`config.mk`:
```
export PLATFORM = sky130hd
export DESIGN_NAME = smr_mode_regs
export DESIGN_NICKNAME = d
export VERILOG_FILES = /design/src/smr_mode_regs.v /design/src/smr_wr_decode.v
export VERILOG_INCLUDE_DIRS = /design/src
export SDC_FILE = /design/constraint.sdc
export NUM_CORES = 1
export LEC_CHECK = 0
export ABC_CLOCK_PERIOD_IN_PS = 2860
export BUFFER_PORTS_ARGS = -buffer_cell sky130_fd_sc_hd__buf_2
export CAP_MARGIN = 15
export CELL_PAD_IN_SITES_DETAIL_PLACEMENT = 1
export CELL_PAD_IN_SITES_GLOBAL_PLACEMENT = 1
export CORE_ASPECT_RATIO = 0.6
export CORE_UTILIZATION = 43
export CTS_CLUSTER_DIAMETER = 150
export DETAILED_ROUTE_END_ITERATION = 8
export PLACE_DENSITY_LB_ADDON = 0.1
export SLEW_MARGIN = 30
export SYNTH_ARGS = -nofsm -noshare
export SYNTH_HDL_FRONTEND = slang
export SYNTH_SLANG_ARGS = --single-unit
```
`constraint.sdc`:
```
create_clock -name sys_clk -period 2.86 [get_ports sys_clk]
set_clock_uncertainty 0.05 [all_clocks]
set_input_delay 0.143 -clock sys_clk [delete_from_list [all_inputs] [get_ports sys_clk]]
set_output_delay 0.143 -clock sys_clk [all_outputs]
set_load 0.1 [all_outputs]
```
`src/smr_regs.vh`:
```
`ifndef SMR_REGS_VH
`define SMR_REGS_VH
// ****************************************
// Mode addresses
// ****************************************
`define SMR_ADDR_W          6
`define SMR_ADDR_STATUS     6'h00
`define SMR_ADDR_CONFIG     6'h01
// ****************************************
// Status register fields
// ****************************************
`define SMR_ST_REFRESH      0
`define SMR_ST_LATENCY      1
`define SMR_ST_ZQ_LO        3
`define SMR_ST_ZQ_HI        4
`define SMR_ST_CA_TERM      7
`define SMR_ZQ_NOT_SUPP     2'h0
`define SMR_ZQ_LOW_FLOAT    2'h1
`define SMR_ZQ_SHORT_HIGH   2'h2
`define SMR_ZQ_PASS         2'h3
// ****************************************
// Config register fields
// ****************************************
`define SMR_CF_BURST_LO     0
`define SMR_CF_BURST_HI     1
`define SMR_CF_WPRE         2
`define SMR_CF_RPRE         3
`define SMR_CF_WR_LO        4
`define SMR_CF_WR_HI        6
`define SMR_CF_RD_POST      7
`define SMR_CF_RESET        8'h04
`define SMR_BURST_FIX16     2'h0
`define SMR_BURST_FIX32     2'h1
`define SMR_BURST_PER_CMD   2'h2
`define SMR_BEATS_16        6'h10
`define SMR_BEATS_32        6'h20
// ****************************************
// Write-recovery counts per code
// ****************************************
`define SMR_REC_C0          6'h06
`define SMR_REC_C1          6'h0A
`define SMR_REC_C2          6'h10
`define SMR_REC_C3          6'h14
`define SMR_REC_C4          6'h18
`define SMR_REC_C5          6'h1E
`define SMR_REC_C6          6'h22
`define SMR_REC_C7          6'h28
// ****************************************
// Timing
// ****************************************
`define SMR_CLK_MHZ         200
`define SMR_ZQLAT_NS        30
`define SMR_ZQLAT_CYC       ((`SMR_ZQLAT_NS * `SMR_CLK_MHZ + 999) / 1000)
`define SMR_WR_W            6
`endif

```
`src/smr_mode_regs.v`:
```
`timescale 1ns/1ps
`default_nettype none
`include "smr_regs.vh"
// Functional notes
// - Read of mode address 0 returns the capability/status register.
// - Status bit 0: 0 both refresh modes, 1 only modified refresh.
// - Status bit 1 reads 0, normal latency.
// - Two-bit self-test field reports the resistor pin test result.
// - Self-test result valid only after calibration start then latch plus delay.
// - Reset clears the self-test result.
// - On assembly error use factory drive strength and ignore calibration commands.
// - Status bit 7 shows command/address termination of this rank.
// - No byte-mode latency option is offered.
// - Burst/timing configuration register sits at mode address 1.
// - Burst field: 00 fixed 16, 01 fixed 32, 10 per-command choice.
// - Write preamble bit must be 1, two clock periods.
// - Read preamble bit: 0 static, 1 toggling.
// - Read postamble bit: 0 half period, 1 one and a half periods.
// - Per-command option: command operand picks 16 or 32 beats.
// - Write-recovery count delays internal precharge after auto-precharge write.
// - Config exists per set point; writes use write set-point copy, reads return zero.
// - Device operates from operating set-point copy only.
module smr_mode_regs #(
  parameter ZQLAT_CYC = `SMR_ZQLAT_CYC
) (
  input  wire        sys_clk,
  input  wire        nrst,
  input  wire        link_clk,
  input  wire        mrw_valid,
  input  wire        mrr_valid,
  input  wire [5:0]  mode_address,
  input  wire [7:0]  mrw_data,
  input  wire        write_setpoint_sel,
  input  wire        operating_setpoint_sel,
  input  wire        only_modified_refresh,
  input  wire        ca_termination_pin,
  input  wire        zq_cal_start,
  input  wire        zq_cal_latch,
  input  wire [1:0]  zq_pin_sense,
  input  wire        rw_cmd,
  input  wire        rw_bl_operand,
  input  wire        ap_write_done,
  output reg  [7:0]  mrr_data,
  output reg         mrr_ack,
  output reg         factory_drive_strength,
  output reg         zq_cal_accept,
  output reg  [5:0]  burst_beats,
  output reg         write_preamble_2tck,
  output reg         read_preamble_toggle,
  output reg         read_postamble_long,
  output reg  [5:0]  write_recovery_count,
  output reg         precharge_start
);
  // ****************************************
  // Link clock sampling
  // ****************************************
  // Command strobes are taken on link clock rising edges, found by sampling
  reg  [2:0]  lclk_sync;
  reg         lclk_prev;
  wire        lclk_rise;
  always @(posedge sys_clk) begin
    if (!nrst) begin
      lclk_sync <= 3'h0;
      lclk_prev <= 1'b0;
    end else begin
      lclk_sync <= {lclk_sync[1:0], link_clk};
      if (lclk_sync[2] == lclk_sync[1])
        lclk_prev <= lclk_sync[2];
    end
  end
  assign lclk_rise = (lclk_sync[2] == lclk_sync[1]) && lclk_sync[2] && !lclk_prev;

  wire wr_cfg = lclk_rise && mrw_valid && (mode_address == `SMR_ADDR_CONFIG);

  // ****************************************
  // Pin synchronisers
  // ****************************************
  // Straps and resistor test lines are asynchronous; a bit counts once the
  // last two stages agree, so a single metastable sample never lands
  wire [3:0]  pin_raw = {ca_termination_pin, only_modified_refresh, zq_pin_sense};
  wire [3:0]  pin_filt;
  genvar pb;
  generate
    for (pb = 0; pb < 4; pb = pb + 1) begin : g_pin
      reg [2:0] stage;
      reg       filt;
      always @(posedge sys_clk) begin
        if (!nrst) begin
          stage <= 3'h0;
          filt  <= 1'b0;
        end else begin
          stage <= {stage[1:0], pin_raw[pb]};
          if (stage[2] == stage[1])
            filt <= stage[2];
        end
      end
      assign pin_filt[pb] = filt;
    end
  endgenerate
  wire [1:0]  zq_sense_s = pin_filt[1:0];
  wire        refresh_s  = pin_filt[2];
  wire        ca_term_s  = pin_filt[3];

  // ****************************************
  // Self-test state
  // ****************************************
  localparam ZQ_IDLE    = 2'h0;
  localparam ZQ_STARTED = 2'h1;
  localparam ZQ_LATCH   = 2'h2;
  localparam ZQ_VALID   = 2'h3;
  reg  [1:0]  zq_state;
  reg  [15:0] zq_cnt;
  reg  [1:0]  resistor_selftest_result;
  always @(posedge sys_clk) begin
    if (!nrst) begin
      zq_state                 <= ZQ_IDLE;
      zq_cnt                   <= 16'h0000;
      resistor_selftest_result <= `SMR_ZQ_NOT_SUPP;
    end else begin
      case (zq_state)
        ZQ_IDLE: begin
          if (lclk_rise && zq_cal_start)
            zq_state <= ZQ_STARTED;
        end
        ZQ_STARTED: begin
          if (lclk_rise && zq_cal_latch) begin
            zq_state <= ZQ_LATCH;
            zq_cnt   <= 16'h0000;
          end
        end
        ZQ_LATCH: begin
          if (zq_cnt >= ZQLAT_CYC[15:0] - 16'h0001) begin
            zq_state                 <= ZQ_VALID;
            resistor_selftest_result <= zq_sense_s;
          end else begin
            zq_cnt <= zq_cnt + 16'h0001;
          end
        end
        ZQ_VALID: zq_state <= ZQ_VALID;
        default:  zq_state <= ZQ_IDLE;
      endcase
    end
  end

  // Assembly error: factory trim and calibration refused until reset
  wire asm_err = (resistor_selftest_result == `SMR_ZQ_LOW_FLOAT) ||
                 (resistor_selftest_result == `SMR_ZQ_SHORT_HIGH);

  // ****************************************
  // Config copies per set point
  // ****************************************
  reg  [7:0]  cfg_sp [0:1];
  genvar sp;
  generate
    for (sp = 0; sp < 2; sp = sp + 1) begin : g_sp
      always @(posedge sys_clk) begin
        if (!nrst)
          cfg_sp[sp] <= `SMR_CF_RESET;
        else if (wr_cfg && (write_setpoint_sel == sp))
          cfg_sp[sp] <= mrw_data;
      end
    end
  endgenerate

  wire [7:0] cfg_op = cfg_sp[operating_setpoint_sel];
  wire [5:0] wr_cyc;
  smr_wr_decode u_wr (
    .code   (cfg_op[`SMR_CF_WR_HI:`SMR_CF_WR_LO]),
    .cycles (wr_cyc)
  );

  // Status byte; latency bit and byte-mode fixed zero
  wire [7:0] status;
  assign status = {ca_term_s, 2'h0, resistor_selftest_result, 1'b0, 1'b0, refresh_s};

  // ****************************************
  // Mode register read
  // ****************************************
  // The config register is write-only, so reads of it return zero
  always @(posedge sys_clk) begin
    if (!nrst) begin
      mrr_data <= 8'h00;
      mrr_ack  <= 1'b0;
    end else begin
      mrr_ack <= lclk_rise && mrr_valid;
      if (lclk_rise && mrr_valid) begin
        if (mode_address == `SMR_ADDR_STATUS)
          mrr_data <= status;
        else
          mrr_data <= 8'h00;
      end
    end
  end

  // ****************************************
  // Operating controls
  // ****************************************
  reg [5:0] rec_cnt;
  reg       rec_busy;
  always @(posedge sys_clk) begin
    if (!nrst) begin
      factory_drive_strength <= 1'b0;
      zq_cal_accept          <= 1'b0;
      burst_beats            <= `SMR_BEATS_16;
      write_preamble_2tck    <= 1'b1;
      read_preamble_toggle   <= 1'b0;
      read_postamble_long    <= 1'b0;
      write_recovery_count   <= `SMR_REC_C0;
      precharge_start        <= 1'b0;
      rec_cnt                <= 6'h00;
      rec_busy               <= 1'b0;
    end else begin
      factory_drive_strength <= asm_err;
      zq_cal_accept          <= lclk_rise && (zq_cal_start || zq_cal_latch) && !asm_err;
      write_preamble_2tck    <= cfg_op[`SMR_CF_WPRE];
      read_preamble_toggle   <= cfg_op[`SMR_CF_RPRE];
      read_postamble_long    <= cfg_op[`SMR_CF_RD_POST];
      write_recovery_count   <= wr_cyc;
      if (lclk_rise && rw_cmd) begin
        case (cfg_op[`SMR_CF_BURST_HI:`SMR_CF_BURST_LO])
          `SMR_BURST_FIX16:   burst_beats <= `SMR_BEATS_16;
          `SMR_BURST_FIX32:   burst_beats <= `SMR_BEATS_32;
          `SMR_BURST_PER_CMD: burst_beats <= rw_bl_operand ? `SMR_BEATS_32 : `SMR_BEATS_16;
          default:            burst_beats <= `SMR_BEATS_16;
        endcase
      end
      precharge_start <= 1'b0;
      if (lclk_rise && ap_write_done) begin
        rec_busy <= 1'b1;
        rec_cnt  <= 6'h01;
      end else if (rec_busy) begin
        if (rec_cnt >= wr_cyc) begin
          rec_busy        <= 1'b0;
          precharge_start <= 1'b1;
        end else begin
          rec_cnt <= rec_cnt + 6'h01;
        end
      end
    end
  end
endmodule // smr_mode_regs
`default_nettype wire

```
`src/smr_wr_decode.v`:
```
`timescale 1ns/1ps
`default_nettype none
`include "smr_regs.vh"
module smr_wr_decode (
  input  wire [2:0]            code,
  output reg  [`SMR_WR_W-1:0] cycles
);
  always @* begin
    case (code)
      3'h0:    cycles = `SMR_REC_C0;
      3'h1:    cycles = `SMR_REC_C1;
      3'h2:    cycles = `SMR_REC_C2;
      3'h3:    cycles = `SMR_REC_C3;
      3'h4:    cycles = `SMR_REC_C4;
      3'h5:    cycles = `SMR_REC_C5;
      3'h6:    cycles = `SMR_REC_C6;
      default: cycles = `SMR_REC_C7;
    endcase
  end
endmodule // smr_wr_decode
`default_nettype wire

```
**Word-level counts from Yosys, hierarchy flattened**

Memories as Yosys holds them, arrays and structs flattened.
Index checks and enable logic that the tools add are counted.

- Register bits: 74
- Memories: 1
- Bits of input ports: 30
- Memory bits (writable): 16
- Logic and storage cells: 117
- Output and inout bits: 27

Memory list:

| name | depth | bits a word | read ports | clocked after Yosys merged registers in | write ports | line | RTL |
|---|---|---|---|---|---|---|---|
| cfg_sp | 2 | 8 | 1 | 0 | 2 | smr_mode_regs.v:152 | `reg [7:0] cfg_sp [0:1];` |

- Add/sub/neg operators: 2
- Magnitude comparators: 2
- Reductions and logical operators: 29
- Mux-type cells: 27
- Eq/ne operators: 24
- Bitwise operators: 6

Operators by type and width:

| kind | count |
|---|---|
| $pmux 6 s7 | 1 |
| $mux 16 | 2 |
| $pmux 16 s2 | 1 |
| $mux 8 | 3 |
| $add 16x1->16 const B | 1 |
| $ge 16x3->1 const B | 1 |
| $mux 1 | 14 |
| $logic_and 1x1->1 | 13 |
| $pmux 6 s2 | 1 |
| $ne 2x2->1 const B | 5 |
| $eq 3x3->1 const B | 3 |
| $eq 2x2->1 const B | 4 |
| $pmux 2 s4 | 1 |
| $add 6x1->6 const B | 1 |
| $eq 2x1->1 const B | 3 |
| $eq 3x2->1 const B | 2 |
| $eq 6x1->1 const B | 1 |
| $ge 6x6->1 | 1 |
| $logic_not 6->1 | 1 |
| $mux 2 | 3 |
| $mux 6 | 1 |
| $reduce_and 2->1 | 3 |
| $reduce_and 3->1 | 2 |
| $eq 1x1->1 | 5 |
| other kinds (10) | 17 |

**Depth between registers and ports, before layout**

- Word-level depth: 10
- Gate-level depth with buffers: 10
- Depth with buffers taken out: 8

**Cells and area by module**

From an unflattened synthesis, not the netlist that was laid out.

- Cells, all modules: 321
- Area total of the unflattened synthesis: 3370.7 um^2

By module, submodules not included:

| module | times used | cells each | area an instance (um^2) | seq. area each (um^2) |
|---|---|---|---|---|
| smr_mode_regs | 1 | 305 | 3260.6 | 1801.7 |
| smr_wr_decode | 1 | 16 | 110.1 | 0.0 |

**Least setup slack after synthesis**

No wires, ideal clock.

- Kind: input to register
- Start: input operating_setpoint_sel
- End: register rec_cnt[0]
- Arrival time: 2.242 ns
- Buffers on the path: 2
- Cell stages on the path: 10
- Slack: 0.494 ns
- Required time: 2.736 ns
- Library setup time: 0.074 ns
- Path through: buf_2 -> mux2_2 -> o21ai_0 -> o21ai_0 -> ha_1 -> a21oi_1 -> o21ai_0 -> clkbuf_1 -> or4_1 -> a31oi_1

- Cells in the longest elaborated chain, start to end: 6
- Elaborated cells on any way between the ends: 12
- Classes of those cells: 1 x order compare; 7 x eq/ne; 1 x mux; 2 x reduce/logical; 1 x memory

RTL lines:

| element | line | RTL |
|---|---|---|
| start: declaration | smr_mode_regs.v:34 | `input wire operating_setpoint_sel,` |
| $mem_v2 2x8 * | -- |  |
| $eq 3x3->1, or another cell as far along | smr_wr_decode.v:9 | `case (code)` |
| $pmux 6 s7 * | smr_wr_decode.v:9 |  |
| $ge 6x6->1 * | smr_mode_regs.v:232 | `if (rec_cnt >= wr_cyc) begin` |
| $ne 2x2->1 (no source line) * | -- |  |
| $reduce_and 2->1 (no source line) * | -- |  |
| end signal: assignment | smr_mode_regs.v:236 | `rec_cnt <= rec_cnt + 6'h01;` |
| end: declaration | smr_mode_regs.v:198 | `reg [5:0] rec_cnt;` |

Mark *: on every way between the ends. The rest lies on a longest branch, timed or not.
A chain may end at the register's enable or synchronous reset.

**Final worst setup path**

- Start: memory cfg_sp[0][5]
- End: register rec_cnt[2]

- Cells in the longest elaborated chain, start to end: 6
- Elaborated cells on any way between the ends: 12
- Classes of those cells: 1 x order compare; 6 x eq/ne; 1 x mux; 1 x bitwise; 2 x reduce/logical; 1 x memory

RTL lines:

| element | line |
|---|---|
| start: declaration | smr_mode_regs.v:152 |
| $mem_v2 2x8 * | -- |
| $eq 3x3->1, or another cell as far along | smr_wr_decode.v:9 |
| $pmux 6 s7 * | smr_wr_decode.v:9 |
| $ge 6x6->1 * | smr_mode_regs.v:232 |
| $not 1->1 (no source line) * | -- |
| $reduce_and 2->1 (no source line) * | -- |

Marked as above.

==> results.toml <==
[worst_setup_path]
cp-start-kind = "register"
r2r_cells = 9
cp-endpoint = "rec_cnt[2]"
r2r_start = "cfg_sp[0][5]"
crit_type = "reg -> reg"
crit_fanout = 12
reg2reg_to = "rec_cnt[2]"
reg2reg_slack_ns = 0.35
worstPathRequired_ns = 3.07
crit_start = "cfg_sp[0][5]"
endpoint_kind = "register"
crit_arrival_ns = 2.72

[layout]
multi_input_area_sq_um = 1390
fin_util_pct = 53.74
nets = 411
fill_cells = 847
final_area_sq_um = 3938
synthToLayoutAreaGrowth_pct = 19.70
drive_gt1_share_pct = 20.05
register_area_sq_um = 1782
antennaDiodeCount = 0

[logic_synthesis]
netlist_top_cells_count = "dfxtp_1 (65), and2_1 (30), nand2_1 (25)"
synth-main-ff-cell = "dfxtp_1"
yosysMostFrequentCell = "dfxtp_1"
ys_seq_area_share_pct = 54.17
synth_top_area_cell = "dfxtp_1"
synth_edf_count = 16
netlist_area_sq_um = 3289
ys_top_cells_by_area = "dfxtp_1 (40%), edfxtp_1 (15%), and2_1 (5.7%)"
async_flop_share_pct = 0
synth-warning-count = 0
ys_seq_elements = 81
synth_cell_types = 49
netlist_instances = 314
synth_top_area_share_pct = 39.56
avgSynthCellArea_sq_um = 10.48

[cts]
clk_path_buf_depth = 2
cts_buffers = 9
cts_tree = "yes"
h-tree-depth = 3
worstSkewPairLatency_ns = 0.34
root_buffer = "clkbuf_16"
clk_pin_slew_ns = 0.06
cts.sinks = 81

[pwr]
p_leak_nw = 1.712
p_sw_share_pct = 25.03
p_clk_share_pct = 44.1
p_comb_share_pct = 8.3
p_sw_w = 0.0006251
internal_power_w = 0.001873
pwr-share-seq_pct = 47.6
power.density_nw_per_um2 = 634.4
power.total_w = 0.002498
ir_worst_vdd_mv = 0.3216

[detailed_routing]
drtIter0Drc = 121
vias = 2404
wl_um = 7192
remaining_drc_errors = 0
vias_per_cell = 5.029
final_antenna_net_count = 0
dr.pass1.iters = 4
post_drt_wl_per_cell_um = 15.05

[floorplanning]
coreArea_sq_um = 7327
initial_utilization_pct = 44.89
pin_count = 57
dieArea_sq_um = 8015
die_x_um = 114.9
rows = 24
fp.dieH_um = 69.75

[job]
max_cap_violations = 0

[sta]
relSlewSlack_pct = 59.22
fin_setup_tns_ns = 0
setup_viol = 0
rsz0062_at_grt = "false"
fmax_mhz = 398.7
hold_violations = 0
worst_hold_slack_ns = 0.05042
fin_crit_sh_pct = 87.70
min_period_ns = 2.508
report.final.slew_viol_count = 0
tightest_slew_ns = 0.6071

[global_route]
grt_pass1_vias = 2469
grt_overflow = 0
antenna_found_initial = 0
grt_first_pass_wirelength_um = 12060
grt_max_degree = 31
track_usage_pct = 20.24

[placed_design]
placed_cell_area_sq_um = 3593
gp_congestion = 0.7663
port_buffers = 47
dp_hpwl_um = 5073

[min_path]
hold_start = "mrw_data[2]"
worstHoldPathType = "in -> reg"

[status]
outcome = "finished, final reports clean"
==> layout make-up <==
| cell class | count | area share [%] |
|---|---|---|
| flip-flops and latches | 81 | 45.25 |
| multi-input cells | 212 | 35.30 |
| repair buffers | 55 | 7.817 |
| clock buffers | 10 | 6.355 |
| well taps | 104 | 3.305 |
| clock inverters | 6 | 1.017 |
| inverters | 10 | 0.9533 |
==> placed cells by master (no fill, tap or decap), types with 3 or more instances in the layout <==
master,count
dfxtp_1,65
buf_2,47
and2_1,30
nand2_1,25
nor2_1,17
edfxtp_1,16
and3_1,15
mux2i_1,13
ha_1,12
inv_1,10
a21oi_1,10
clkbuf_16,10
o21ai_0,9
conb_1,9
nor3_1,7
nand4_1,5
dlygate4sd3_1,5
nand3_1,4
nand2b_1,4
a22oi_1,4
mux2_2,3
nor2b_1,3
nand3b_1,3
o311ai_0,3
or4_1,3
o31ai_1,3
or3_1,3
a21boi_0,3
clkinv_2,3
buf_4,3
==> power groups by stage <==
stage                     clock (W)  combinational, W  sequential, W
after detailed placement          0          0.000201        0.00121
after CTS                   0.00113          0.000207        0.00119
final                       0.00110          0.000207        0.00119
after global routing        0.00118          0.000221        0.00119
after global placement            0          0.000197        0.00121
after floorplan                   0          0.000121        0.00125
==> per-stage QoR <==
step | std cells | setup slack [ns]
3_3_place_gp | 457 | 0.4364
5_1_grt | 478 | 0.1215
3_5_place_dp | 457 | 0.3386
6_report | 478 | 0.3519
4_1_cts | 478 | 0.2876
2_1_floorplan | 322 | 0.4936
==> logic make-up (layout without fill, tap and decap cells) <==
group	Yosys count	after routing	share of synthesized area (%)
compound gates	46	46	9.319
buf+inv	29	81	4.602
simple gates	126	126	21.45
fa+ha+maj	12	12	4.564
other cells	1	9	0.1140
mux	16	16	4.983
xor+xnor	3	3	0.7989
flops	81	81	54.17
==> layer usage <==
| metal | GRT usage (%) | wire (um) | up-vias |
|---|---|---|---|
| met4 | 7.792 | 97 | 0 |
| met3 | 7.080 | 339 | 6 |
| met2 | 31.26 | 3141 | 49 |
| li1 | - | - | 1198 |
| met1 | 25.96 | 3613 | 1151 |
| met5 | 0 | 0 | - |
==> state kept, by name, indices dropped and copies added, names as in the netlist, 2 cells and up <==
signal and cells:
write_recovery_count 5, g_pin.stage 12, zq_cnt 16, mrr_data 4, g_pin.filt 3, cfg_sp 16
resistor_selftest_result 2, lclk_sync 3, burst_beats 2, zq_state 2, rec_cnt 6
==> critical path: stages, from the launching register on <==
cell and delay (ns):
edfxtp_1 0.38, mux2_2 0.28, o21ai_0 0.16, o21ai_0 0.17, ha_1 0.34, a21oi_1 0.14, o21ai_0 0.09, buf_4 0.18
or4_1 0.46, a21boi_0 0.17
==> how the worst min path moves through the flow <==
stage                        endpoint  slack [ns]  depth (start not counted)
floorplan           g_pin[0].stage[0]        0.22                          1
global placement    g_pin[1].stage[0]        0.30                          2
detailed placement  g_pin[3].stage[0]        0.31                          2
CTS                      cfg_sp[1][2]        0.04                          2
global route             cfg_sp[1][2]        0.05                          2
finish                   cfg_sp[1][2]        0.05                          2
==> timing repair <==
item	CTS	global route
buffers inserted	0	0
endpoints found under the setup margin	0	1
hold buffers	5	0
gates resized for setup	0	1
hold endpoints to repair	5	0
Power figures use the tool's default switching activity.
